--- config.mk ---
export PLATFORM = sky130hd
export DESIGN_NAME = pidc_ctrl
export DESIGN_NICKNAME = d
export VERILOG_FILES = /design/src/pidc_pkg.sv /design/src/pidc_ctrl.sv /design/src/pidc_tag_mem.sv
export SDC_FILE = /design/constraint.sdc
export NUM_CORES = 1
export LEC_CHECK = 0
export BUFFER_PORTS_ARGS = -buffer_cell sky130_fd_sc_hd__buf_2
export CAP_MARGIN = 40
export CORE_ASPECT_RATIO = 0.75
export CORE_MARGIN = 2
export CORE_UTILIZATION = 45
export CTS_BUF_LIST = sky130_fd_sc_hd__clkbuf_4
export DETAILED_ROUTE_END_ITERATION = 16
export SYNTH_ARGS = -nofsm -noshare
export SYNTH_HDL_FRONTEND = slang
export SYNTH_SLANG_ARGS = --single-unit
--- constraint.sdc ---
create_clock -name core_clk_i -period 7.4 [get_ports core_clk_i]
set_input_delay 0.74 -clock core_clk_i [delete_from_list [all_inputs] [get_ports core_clk_i]]
set_output_delay 0.74 -clock core_clk_i [all_outputs]
set_load 0.05 [all_outputs]
--- src/pidc_pkg.sv ---
// Package: constants, register map, field layout and state codes of the page interleave DRAM controller.
// Assumes one 200 MHz double-frequency clock drives the whole controller.
package pidc_pkg;
  localparam int unsigned CLK_MHZ      = 200;
  localparam int unsigned T_CLKS       = 2;     // Double-frequency clocks per processor state
  localparam int unsigned REF_RAS_NS   = 100;
  localparam int unsigned REF_RAS_CLKS = (REF_RAS_NS * CLK_MHZ + 999) / 1000;
  localparam int unsigned STAG_NS      = 10;
  localparam int unsigned STAG_CLKS    = (STAG_NS * CLK_MHZ + 999) / 1000;
  localparam int unsigned RST_NS       = 100;
  localparam int unsigned RST_CLKS     = (RST_NS * CLK_MHZ + 999) / 1000;
  localparam int unsigned BANKS        = 4;
  localparam int unsigned ROW_W        = 12;

  // Register word indices
  localparam logic [3:0] REG_CFG   = 4'h0;
  localparam logic [3:0] REG_CAS   = 4'h1;
  localparam logic [3:0] REG_ROMWS = 4'h2;
  localparam logic [3:0] REG_ROMLO = 4'h3;
  localparam logic [3:0] REG_ROMHI = 4'h4;
  localparam logic [3:0] REG_SHEN  = 4'h5;
  localparam logic [3:0] REG_SHWP  = 4'h6;
  localparam logic [3:0] REG_MAP   = 4'h7;
  localparam logic [3:0] REG_STAT  = 4'h8;

  // Field positions
  localparam int unsigned F_HIT  = 0;   // 2 bits, 0..3 wait states
  localparam int unsigned F_MISS = 2;   // 2 bits, code+1 wait states
  localparam int unsigned F_WRL  = 4;   // Write miss one less
  localparam int unsigned F_PRE  = 5;   // 2 bits, code+2 clocks
  localparam int unsigned F_ILV  = 7;   // 2 bits: off, two-way, four-way
  localparam int unsigned F_PIPE = 9;
  localparam int unsigned F_STAG = 10;
  localparam int unsigned F_CH   = 0;   // 2 bits each, CAS start per cycle kind
  localparam int unsigned F_CR   = 2;
  localparam int unsigned F_CW   = 4;
  localparam int unsigned F_RCOL = 6;   // 3 bits, half-clock steps
  localparam int unsigned F_DIS  = 0;   // 5 bits, one per 128K block
  localparam int unsigned F_RMAP = 5;   // 3 bits
  localparam int unsigned P92_RST = 0;
  localparam int unsigned P92_A20 = 1;

  localparam logic [31:0] CFG_RST   = 32'h0000006F;
  localparam logic [31:0] CAS_RST   = 32'h000001FF;
  localparam logic [31:0] ROMWS_RST = 32'h0000000A;
  localparam logic [31:0] ROMLO_RST = 32'h0000003C;
  localparam logic [31:0] ROMHI_RST = 32'h0000003F;

  localparam logic [3:0]  ROM_WS_MIN = 4'h1;
  localparam logic [3:0]  ROM_WS_MAX = 4'hA;
  localparam logic [2:0]  RMAP_SPLIT = 3'h1;
  localparam logic [2:0]  RMAP_FULL  = 3'h7;
  localparam logic [1:0]  ILV_TWO    = 2'h1;
  localparam logic [1:0]  ILV_FOUR   = 2'h2;
  localparam logic [23:0] SH_BASE    = 24'h0A0000;
  localparam logic [23:0] SPLIT_BASE = 24'h080000;
  localparam logic [23:0] ONE_MEG    = 24'h100000;
  localparam logic [23:0] DRAM_TOP   = 24'h800000;
  localparam logic [22:0] P92_WADR   = 23'h000049;
  localparam int unsigned SEG_SH     = 14;  // 16K segment
  localparam int unsigned BLK_SH     = 17;  // 128K block

  function automatic logic [23:0] remap_size(input logic [2:0] code);
    unique case (code)
      3'h0: remap_size = 24'h000000;
      3'h1: remap_size = 24'h080000;
      3'h2: remap_size = 24'h020000;
      3'h3: remap_size = 24'h040000;
      3'h4: remap_size = 24'h048000;
      3'h5: remap_size = 24'h050000;
      3'h6: remap_size = 24'h058000;
      3'h7: remap_size = 24'h060000;
    endcase
  endfunction : remap_size

  typedef enum logic [8:0] {
    ST_IDLE = 9'h001, ST_DEC = 9'h002, ST_TAG = 9'h004, ST_PRE = 9'h008, ST_ACC = 9'h010,
    ST_ROM  = 9'h020, ST_BUS = 9'h040, ST_IO  = 9'h080, ST_REF = 9'h100
  } pidc_state_t;
endpackage : pidc_pkg

--- src/pidc_ctrl.sv ---
// Page interleave DRAM controller: cycle decode, DRAM/ROM timing, shadow, remap, refresh, port 92.
// Assumes processor strobes share core_clk_i; refresh, bus ready and keyboard gate are asynchronous pins.
// Contract
// - Page hit wait states programmable 0 to 3
// - Page miss wait states programmable 1 to 4
// - Optional one fewer wait on write miss
// - A miss always gets one wait minimum
// - RAS precharge 2 to 5 clocks
// - CAS start separate for hit, read/write miss
// - Row to column switch in half clocks
// - ROM select range in 16K steps
// - ROM wait states 1 to 10
// - Shadow any 16K segment A0000-FFFFF
// - Per-segment write protect blocks RAM writes
// - Local 0-640K disableable in 128K blocks
// - Disabled local memory goes to system bus
// - Eight remap choices, full remap kills shadow
// - Two- or four-way interleave, switchable
// - Staggered refresh RAS offsets per bank
// - Pipelined mode uses next-address output
// - Port 92 fast A20 gate and reset
`timescale 1ns/1ps
module pidc_ctrl import pidc_pkg::*; (
  input  wire logic        core_clk_i,
  input  wire logic        reset_n_i,
  input  wire logic [3:0]  reg_addr_i,
  input  wire logic [31:0] reg_wdata_i,
  input  wire logic        reg_wr_i,
  input  wire logic        reg_rd_i,
  output logic      [31:0] reg_rdata_o,
  input  wire logic        cpu_ads_i,
  input  wire logic [23:1] cpu_adr_i,
  input  wire logic        cpu_wr_i,
  input  wire logic        cpu_mio_i,
  input  wire logic [7:0]  cpu_wdata_i,
  output logic             cpu_rdy_o,
  output logic             cpu_na_o,
  output logic      [7:0]  cpu_iodata_o,
  output logic             cpu_reset_o,
  input  wire logic        a20_kbd_i,
  output logic             address_bit20_gate_o,
  input  wire logic        refresh_req_i,
  input  wire logic        sysbus_rdy_i,
  output logic             sysbus_fwd_o,
  output logic             rom_cs_n_o,
  output logic      [3:0]  ras_n_o,
  output logic      [3:0]  cas_n_o,
  output logic      [10:0] dram_ma_o,
  output logic             dram_we_n_o
);
  pidc_state_t st_r, st_nxt;
  logic [31:0] cfg_r, cas_cfg_r, romws_r, romlo_r, romhi_r, shen_r, shwp_r, map_r;
  logic [2:0]  ref_s_r, bus_s_r, kbd_s_r;
  logic        ads_pend_r, p92_a20_r, last_hit_r, neg_sel_r, ma_col_r;
  logic [7:0]  rst_cnt_r;
  logic [5:0]  cnt_r, len_r, cas_at_r;
  logic [3:0]  col_at_r, open_r, ref_ras_r;
  logic [1:0]  bank_r;
  logic        wr_r, wp_r, hit_r;
  logic [23:1] adr_r;
  logic [ROW_W-1:0] row_r, tag_q;
  logic [9:0]  col_r;

  // Pins from outside the clock domain; only stage 1 reads stage 0
  always_ff @(posedge core_clk_i) begin
    ref_s_r <= {ref_s_r[1:0], refresh_req_i};
    bus_s_r <= {bus_s_r[1:0], sysbus_rdy_i};
    kbd_s_r <= {kbd_s_r[1:0], a20_kbd_i};
  end
  wire ref_req = ref_s_r[1];
  wire bus_rdy = bus_s_r[1];
  wire a20_en  = p92_a20_r | kbd_s_r[1];

  // Configuration fields
  wire [1:0] hit_ws  = cfg_r[F_HIT +: 2];
  wire [1:0] miss_cd = cfg_r[F_MISS +: 2];
  wire       wr_less = cfg_r[F_WRL];
  wire [2:0] pre_clk = {1'b0, cfg_r[F_PRE +: 2]} + 3'h2;
  wire [1:0] ilv     = cfg_r[F_ILV +: 2];
  wire       pipe    = cfg_r[F_PIPE];
  wire       stag    = cfg_r[F_STAG];
  wire [4:0] dis     = map_r[F_DIS +: 5];
  wire [2:0] rmap    = map_r[F_RMAP +: 3];

  // Address decode on the latched cycle
  wire [23:0] a_w     = {adr_r[23:21], adr_r[20] & a20_en, adr_r[19:1], 1'b0};
  wire        in_low  = a_w < SH_BASE;
  wire [2:0]  low_blk = a_w[BLK_SH +: 3];
  wire        low_dis = dis[low_blk] | ((rmap == RMAP_SPLIT) & (a_w >= SPLIT_BASE));
  wire        in_sh   = (a_w >= SH_BASE) & (a_w < ONE_MEG);
  wire [23:0] sh_off  = a_w - SH_BASE;
  wire [4:0]  seg     = sh_off[SEG_SH +: 5];
  wire        sh_on   = shen_r[seg] & (rmap != RMAP_FULL);
  wire [23:0] rsize   = remap_size(rmap);
  wire        in_rel  = (a_w >= DRAM_TOP) & (a_w < DRAM_TOP + rsize);
  wire        in_hi   = (a_w >= ONE_MEG) & (a_w < DRAM_TOP);
  wire [9:0]  a_blk   = a_w[23:SEG_SH];
  wire        rom_hit = (a_blk >= romlo_r[9:0]) & (a_blk <= romhi_r[9:0]);
  logic       cpu_mio_i_l;
  wire        io92    = ~cpu_mio_i_l & (adr_r == P92_WADR);
  wire        dram_sel = cpu_mio_i_l & ((in_low & ~low_dis) | (in_sh & sh_on) | in_hi | in_rel);
  wire        rom_sel  = cpu_mio_i_l & ~dram_sel & rom_hit;
  wire [23:0] rel_base = (rmap == RMAP_SPLIT) ? SPLIT_BASE : SH_BASE;
  wire [23:0] phys     = in_rel ? rel_base + (a_w - DRAM_TOP) : a_w;

  // Bank selection per interleave mode
  wire [1:0] bank_w = (ilv == ILV_FOUR) ? phys[12:11] :
                      (ilv == ILV_TWO)  ? {phys[22], phys[11]} : phys[22:21];
  wire [ROW_W-1:0] row_w = phys[22:11];
  wire       hit_w  = open_r[bank_w] & (tag_q == row_w);

  // Wait-state arithmetic, one wait state is one processor state
  wire [2:0] miss_raw = {1'b0, miss_cd} + 3'h1;
  wire [2:0] miss_wr  = (wr_r & wr_less) ? miss_raw - 3'h1 : miss_raw;
  wire [2:0] miss_ws  = (miss_wr == 3'h0) ? 3'h1 : miss_wr;
  wire [3:0] rom_ws   = (romws_r[3:0] < ROM_WS_MIN) ? ROM_WS_MIN :
                        (romws_r[3:0] > ROM_WS_MAX) ? ROM_WS_MAX : romws_r[3:0];
  wire [5:0] hit_len  = 6'(T_CLKS * (2 + hit_ws));
  wire [5:0] miss_len = 6'(T_CLKS * (2 + miss_ws));
  wire [5:0] rom_len  = 6'(T_CLKS * (2 + rom_ws));
  wire [1:0] cas_cd   = hit_w ? cas_cfg_r[F_CH +: 2] :
                        wr_r  ? cas_cfg_r[F_CW +: 2] : cas_cfg_r[F_CR +: 2];
  wire [5:0] cas_w    = 6'(T_CLKS) + {4'h0, cas_cd};
  // Clamp against the length of this access, not the one latched before it
  wire [5:0] acc_len  = hit_w ? hit_len : miss_len;

  // Cycle counter conditions
  wire       last    = (cnt_r == len_r - 6'h1);
  wire [5:0] pre_end = {3'h0, pre_clk} - 6'h1;
  wire [5:0] ref_end = 6'({3'h0, pre_clk} + REF_RAS_CLKS + 3 * STAG_CLKS);
  wire       go      = cpu_ads_i | ads_pend_r;

  always_comb begin
    st_nxt = st_r;
    unique case (st_r)
      ST_IDLE: if (go) st_nxt = ST_DEC;
               else if (ref_req) st_nxt = ST_REF;
      ST_DEC:  st_nxt = io92 ? ST_IO : dram_sel ? ST_TAG : rom_sel ? ST_ROM : ST_BUS;
      ST_TAG:  st_nxt = hit_w ? ST_ACC : ST_PRE;
      ST_PRE:  if (cnt_r == pre_end) st_nxt = ST_ACC;
      ST_ACC:  if (last) st_nxt = ST_IDLE;
      ST_ROM:  if (last) st_nxt = ST_IDLE;
      ST_BUS:  if (bus_rdy) st_nxt = ST_IDLE;
      ST_IO:   st_nxt = ST_IDLE;
      ST_REF:  if (cnt_r == ref_end) st_nxt = ST_IDLE;
    endcase
  end

  always_ff @(posedge core_clk_i) begin
    if (!reset_n_i) begin
      st_r <= ST_IDLE;
      cnt_r <= 6'h00;
    end else begin
      st_r <= st_nxt;
      cnt_r <= (st_nxt != st_r) ? 6'h00 : cnt_r + 6'h01;
    end
  end

  // A strobe seen while refreshing waits for the refresh to end
  always_ff @(posedge core_clk_i) begin
    if (!reset_n_i) ads_pend_r <= 1'b0;
    else if (cpu_ads_i && st_r != ST_IDLE) ads_pend_r <= 1'b1;
    else if (st_r == ST_IDLE) ads_pend_r <= 1'b0;
  end

  always_ff @(posedge core_clk_i) begin
    if (!reset_n_i) begin
      adr_r <= 23'h000000;
      wr_r <= 1'b0;
      cpu_mio_i_l <= 1'b0;
    end else if (st_r == ST_IDLE && cpu_ads_i) begin
      adr_r <= cpu_adr_i;
      wr_r <= cpu_wr_i;
      cpu_mio_i_l <= cpu_mio_i;
    end
  end

  // Per-access timing latched once the open row is known
  always_ff @(posedge core_clk_i) begin
    if (!reset_n_i) begin
      len_r <= 6'h00;
      cas_at_r <= 6'h00;
      col_at_r <= 4'h0;
      bank_r <= 2'h0;
      row_r <= '0;
      col_r <= 10'h000;
      wp_r <= 1'b0;
      hit_r <= 1'b0;
      last_hit_r <= 1'b0;
    end else if (st_r == ST_DEC) begin
      len_r <= rom_len;
    end else if (st_r == ST_TAG) begin
      len_r <= acc_len;
      cas_at_r <= (cas_w < acc_len) ? cas_w : 6'h00;
      col_at_r <= {1'b0, cas_cfg_r[F_RCOL +: 3]};
      bank_r <= bank_w;
      row_r <= row_w;
      col_r <= phys[10:1];
      wp_r <= in_sh & shwp_r[seg] & wr_r;
      hit_r <= hit_w;
      last_hit_r <= hit_w;
    end
  end

  // Open-row bits: refresh clears all, precharge clears the bank, a miss access sets it
  always_ff @(posedge core_clk_i) begin
    if (!reset_n_i) open_r <= 4'h0;
    else if (st_r == ST_REF) open_r <= 4'h0;
    else if (st_r == ST_PRE) open_r[bank_r] <= 1'b0;
    else if (st_r == ST_ACC && !hit_r && cnt_r == 6'h00) open_r[bank_r] <= 1'b1;
  end

  pidc_tag_mem u_tag (
    .core_clk_i (core_clk_i),
    .wr_en_i    (st_r == ST_PRE && cnt_r == pre_end),
    .wr_addr_i  (bank_r),
    .wr_data_i  (row_r),
    .rd_addr_i  (bank_w),
    .rd_data_o  (tag_q)
  );

  // Refresh: every bank strobed, later banks offset when staggering
  genvar b;
  generate
    for (b = 0; b < BANKS; b++) begin : g_ref
      localparam logic [5:0] OFS = 6'(b * STAG_CLKS);
      wire [5:0] on_at = {3'h0, pre_clk} + (stag ? OFS : 6'h00);
      always_ff @(posedge core_clk_i) begin
        if (!reset_n_i) ref_ras_r[b] <= 1'b0;
        else ref_ras_r[b] <= (st_r == ST_REF) && (cnt_r >= on_at) &&
                             (cnt_r < on_at + 6'(REF_RAS_CLKS));
      end
    end
  endgenerate

  // Row/column switch; odd half-clock settings on a miss use the falling-edge copy
  wire pos_sel = (st_r == ST_ACC) && (hit_r || cnt_r >= {2'h0, col_at_r[3:1]});
  always_ff @(negedge core_clk_i) begin
    if (!reset_n_i) neg_sel_r <= 1'b0;
    else neg_sel_r <= pos_sel;
  end
  always_ff @(posedge core_clk_i) begin
    if (!reset_n_i) ma_col_r <= 1'b0;
    else ma_col_r <= col_at_r[0] & ~hit_r;
  end
  wire col_sel = ma_col_r ? neg_sel_r : pos_sel;
  assign dram_ma_o = col_sel ? {1'b0, col_r} : row_r[10:0];

  wire cas_on = (st_r == ST_ACC) && (cnt_r >= cas_at_r) && !wp_r;
  assign cas_n_o     = ~({4{cas_on}} & (4'h1 << bank_r));
  assign ras_n_o     = ~(open_r | ref_ras_r);
  assign dram_we_n_o = ~wr_r;
  assign rom_cs_n_o  = ~(st_r == ST_ROM);
  assign sysbus_fwd_o = (st_r == ST_BUS);

  // Ready ends every cycle kind; next address one clock early in pipelined mode
  assign cpu_rdy_o = ((st_r == ST_ACC || st_r == ST_ROM) && last) ||
                     (st_r == ST_BUS && bus_rdy) || (st_r == ST_IO);
  assign cpu_na_o  = pipe && (st_r == ST_ACC || st_r == ST_ROM) &&
                     (cnt_r == len_r - 6'h2);

  // Port 92: A20 gate level and a timed reset pulse on a 0-to-1 write
  wire p92_wr = (st_r == ST_IO) && wr_r;
  logic p92_rst_r;
  always_ff @(posedge core_clk_i) begin
    if (!reset_n_i) begin
      p92_a20_r <= 1'b0;
      p92_rst_r <= 1'b0;
      rst_cnt_r <= 8'h00;
      cpu_iodata_o <= 8'h00;
    end else begin
      if (p92_wr) begin
        p92_a20_r <= cpu_wdata_i[P92_A20];
        p92_rst_r <= cpu_wdata_i[P92_RST];
      end
      if (p92_wr && cpu_wdata_i[P92_RST] && !p92_rst_r) rst_cnt_r <= 8'(RST_CLKS);
      else if (rst_cnt_r != 8'h00) rst_cnt_r <= rst_cnt_r - 8'h01;
      cpu_iodata_o <= (st_r == ST_IO && !wr_r) ? {6'h00, p92_a20_r, p92_rst_r} : 8'h00;
    end
  end
  assign cpu_reset_o = (rst_cnt_r != 8'h00);
  assign address_bit20_gate_o = a20_en;

  // Register port
  wire [31:0] stat_w = {19'h0, st_r, open_r[2:0] & 3'h0, open_r[3] & 1'b0} |
                       {20'h0, open_r, 5'h0, last_hit_r, a20_en, cpu_reset_o};
  logic [31:0] rd_mux;
  always_comb begin
    unique case (reg_addr_i)
      REG_CFG:   rd_mux = cfg_r;
      REG_CAS:   rd_mux = cas_cfg_r;
      REG_ROMWS: rd_mux = romws_r;
      REG_ROMLO: rd_mux = romlo_r;
      REG_ROMHI: rd_mux = romhi_r;
      REG_SHEN:  rd_mux = shen_r;
      REG_SHWP:  rd_mux = shwp_r;
      REG_MAP:   rd_mux = map_r;
      REG_STAT:  rd_mux = {20'h0, open_r, 5'h0, last_hit_r, a20_en, cpu_reset_o};
      default:   rd_mux = 32'h00000000;
    endcase
  end

  always_ff @(posedge core_clk_i) begin
    if (!reset_n_i) begin
      cfg_r <= CFG_RST;
      cas_cfg_r <= CAS_RST;
      romws_r <= ROMWS_RST;
      romlo_r <= ROMLO_RST;
      romhi_r <= ROMHI_RST;
      shen_r <= 32'h00000000;
      shwp_r <= 32'h00000000;
      map_r <= 32'h00000000;
      reg_rdata_o <= 32'h00000000;
    end else begin
      reg_rdata_o <= reg_rd_i ? rd_mux : 32'h00000000;
      if (reg_wr_i) begin
        unique case (reg_addr_i)
          REG_CFG:   cfg_r <= {21'h0, reg_wdata_i[10:0]};
          REG_CAS:   cas_cfg_r <= {23'h0, reg_wdata_i[8:0]};
          REG_ROMWS: romws_r <= {28'h0, reg_wdata_i[3:0]};
          REG_ROMLO: romlo_r <= {22'h0, reg_wdata_i[9:0]};
          REG_ROMHI: romhi_r <= {22'h0, reg_wdata_i[9:0]};
          REG_SHEN:  shen_r <= {8'h0, reg_wdata_i[23:0]};
          REG_SHWP:  shwp_r <= {8'h0, reg_wdata_i[23:0]};
          REG_MAP:   map_r <= {24'h0, reg_wdata_i[7:0]};
          default:   ;
        endcase
      end
    end
  end
  wire unused_stat = &stat_w;
endmodule : pidc_ctrl

--- src/pidc_tag_mem.sv ---
// Open-row store: one row number per DRAM bank, registered read.
// Assumes the caller keeps the per-bank valid bits itself.
`timescale 1ns/1ps
module pidc_tag_mem import pidc_pkg::*; (
  input  wire logic             core_clk_i,
  input  wire logic             wr_en_i,
  input  wire logic [1:0]       wr_addr_i,
  input  wire logic [ROW_W-1:0] wr_data_i,
  input  wire logic [1:0]       rd_addr_i,
  output logic      [ROW_W-1:0] rd_data_o
);
  logic [ROW_W-1:0] mem_r [BANKS];

  always_ff @(posedge core_clk_i) begin
    if (wr_en_i) begin
      mem_r[wr_addr_i] <= wr_data_i;
    end
    rd_data_o <= mem_r[rd_addr_i];
  end
endmodule : pidc_tag_mem

==> results.yml <==
clock_tree:
  cts_buffers: 78
  ctsLongestPathBuffers: 3
  insertion_delay_ns: 0.75
  clockRootBuffer: "clkbuf_4"
  cts_setup_buffers: 0
  cts-resized-gates: 0
  holdBufCountCts: 0
  path_clk_slew_ns: 0.07
  tritoncts: "done"
  clock-sinks: 295
  cts-htree-levels: 3
die:
  start_util_pct: 46.0
  fp.dieH_um: 160
  die_x_um: 211
  boundaryPins: 143
  core_area_um2: 31500
  die_area_um2: 33700
  num_rows: 56
sta:
  setup_viol: 0
  rsz0062_at_grt: "false"
  relSlewSlack_pct: 40.8
  slew_violations: 0
  hold_violations: 0
  tightest_slew_ns: 0.888
  tns_ns: 0
  clock_skew_ns: 0.0552
synthesis:
  ys.flop_type: "dfxtp_1"
  synth-seq-area-share_pct: 44.0
  syn_area_um2: 14500
  ys_ff_latch: 295
  yosys_warnings: 0
  synth_edf_count: 48
  synth.avg_cell_area_um2: 8.83
  async_reset_ff_share_pct: 0
  synth_cells: 1643
  ys_types: 85
setup_path:
  r2r_cells: 6
  path_max_fanout: 11
  crit_top_cell: "mux2_2"
  cp_top_family: "multiplexers"
  crit_arrival_ns: 5.63
  cp-start-kind: "register"
  crit_type: "register to output pin"
  endpoint_kind: "output pin"
  cp.required_ns: 6.66
  path_buf_inv: 1
  r2r-end: "neg_sel_r"
  r2r_slack_ns: 1.80
  cp_slowest_cell: "mux2_2"
  cp_cell_sequence: "mux2_2, mux2_2, buf_2"
  path_depth: 3
  r2r_start: "st_r[8]"
  cpPeakStageDelay_ns: 0.38
pwr:
  p_leak_nw: 6.83
  irDropWorstVdd_mv: 0.131
  total_power_mw: 3.71
  power.density_nw_per_um2: 225
min_path:
  min-delay-start: "sysbus_rdy_i"
  whs_path_depth: 1
  worstHoldEndpoint: "bus_s_r[0]"
  hp-class: "primary input to register"
route:
  vias: 12600
  drt-total-wl_mm: 43.8
  wl_per_cell_um: 19.6
  drtIter0Drc: 1123
  dr.pass1.iters: 6
  vias_per_cell: 5.65
  drc_errors: 0
  ant_nets: 0
finish:
  drive_gt1_share_pct: 18.0
  syn_to_final_growth_pct: 13.6
  final_nets: 1916
grt:
  grt_antenna_before_repair: 2
  grt_pass1_vias: 11900
  grt_pass1_wl_mm: 68.0
  grt_max_degree: 59
  grt_overflow_total: 0
  grt_use_total_pct: 25.9
placement:
  port_buffers: 114
  gp_congestion: 0.888
  hpwlAfterDp_mm: 31.0
flow_run:
  maxCapViolations: 0
run_status:
  status: "completed"
-- metrics by stage --
stage / instances / area, um^2 / utilization, % / hold slack (ns) / worst slack [ns]
floorplan: 1656 / 14600 / - / 0.310 / 1.58
global placement: 2085 / 15300 / 48.5 / 0.316 / 1.78
detailed placement: 2094 / 15400 / 48.9 / 0.313 / 1.74
CTS: 2236 / 16500 / 52.3 / 0.0267 / 0.978
global route: 2237 / 16500 / 52.3 / 0.0396 / 0.927
finish: 2237 / 16500 / 52.3 / 0.0956 / 1.03
-- cell families after synthesis --
| logic type | share of synthesized area, % |
|---|---|
| AND/OR/NAND/NOR | 20.4 |
| AO/OA/AOI/OAI | 15.1 |
| flip-flops | 44.0 |
| buffers and inverters | 5.39 |
| multiplexers | 6.46 |
| adder cells (fa/ha/maj) | 6.12 |
| XOR/XNOR | 2.60 |
| other | 0.0258 |
-- sequential cells by signal, summed over array words and instances, names as in the netlist, 9 cells and up, named ones only --
name             count
romhi_r             10
cas_cfg_r            9
row_r               12
st_r                 9
cfg_r               11
reg_rdata_o         24
col_r               10
u_tag.mem_r         48
adr_r               23
shwp_r              24
u_tag.rd_data_o     12
romlo_r             10
shen_r              24
-- synthesized netlist by cell type, drive strengths merged, types with 3 or more instances --
cell	count	share of area, %
nand2	327	8.5
dfxtp	247	34
a21oi	126	4.3
nor2	117	3.0
clkbuf	87	2.4
ha	71	6.1
inv	65	1.7
edfxtp	48	9.9
nand3	47	1.6
mux2i	43	3.0
o21ai	35	1.3
nor3	30	1.0
a22oi	27	1.4
a31oi	25	1.1
buf	25	1.2
xnor2	25	1.5
and3	19	0.82
mux2	19	1.5
nand2b	18	0.84
xor2	18	1.1
nand4	16	0.69
nor4	16	0.73
o211ai	15	0.78
a211oi	14	0.72
a21o	13	0.67
mux4	13	2.0
a2111oi	12	0.91
a222oi	9	0.62
and2	9	0.39
nor2b	9	0.39
a221oi	7	0.47
o211a	7	0.48
or2	7	0.30
or3	7	0.30
nand3b	6	0.31
o2111ai	6	0.36
o21a	5	0.26
or4	5	0.26
nand4b	4	0.24
nor3b	4	0.21
a211o	3	0.19
a311oi	3	0.18
o221a	3	0.23
-- report_power, final --
part / total [mW] / leakage [nW] / internal, mW / switching [mW]
Sequential: 1.73 / 2.45 / 1.67 / 0.0534
Combinational: 0.439 / 3.74 / 0.162 / 0.277
Clock: 1.55 / 0.645 / 0.843 / 0.706
-- worst reg2reg max path, delay by kind of cell, from the launching register on --
kind / cells / cell delay, ns
AND/OR/NAND/NOR: 5 / 1.18
flip-flops: 1 / 0.39
AO/OA/AOI/OAI: 1 / 0.23
-- cell usage in the layout, fill, tap and decap left out, types with 9 or more instances in the layout --
cell and n:
ha_1 71, mux2i_1 43, mux4_2 13, nand3_1 47
a31oi_1 25, buf_4 22, a222oi_1 9, nor2b_1 9
nand2_1 327, nor4_1 15, mux2_2 19, nand2b_1 16
o21ai_0 34, xnor2_1 25, conb_1 14, clkbuf_4 112
a21o_1 13, o211ai_1 15, nor2_1 117, buf_2 115
clkinv_1 13, xor2_1 18, nor3_1 30, nand4_1 16
a2111oi_0 9, a211oi_1 14, dfxtp_1 247, a22oi_1 27
and3_1 19, inv_1 68, edfxtp_1 48, a21oi_1 125
-- metal layers --
metal  vias up  track usage (%)  wire [um]  part of all wire [%]
li1       6081                -          -                     -
met1      5998             37.9      20700                    47
met2       479             37.5      18600                    42
met3        78             6.15       3640                   8.3
met4         0             7.87        862                   2.0
met5         -                0          0                     0
-- worst max-delay path by stage --
stage / slack (ns) / endpoint / startpoint
2_1_floorplan: 1.58 / dram_ma_o[10] / neg_sel_r
3_3_place_gp: 1.78 / dram_ma_o[6] / neg_sel_r
3_5_place_dp: 1.74 / dram_ma_o[9] / neg_sel_r
4_1_cts: 0.98 / dram_ma_o[9] / neg_sel_r
5_1_grt: 0.93 / dram_ma_o[4] / neg_sel_r
6_report: 1.03 / dram_ma_o[2] / neg_sel_r
-- cell type report --
type | count | area, um^2
multi-input combinational | 1182 | 7400
inverter | 65 | 246
timing repair buffer | 145 | 867
sequential | 295 | 6390
clock inverter | 31 | 238
tap | 406 | 508
antenna | 1 | 2.50
fill | 3016 | 15000
clock buffer | 112 | 841
(Power assumes the default switching activity.)
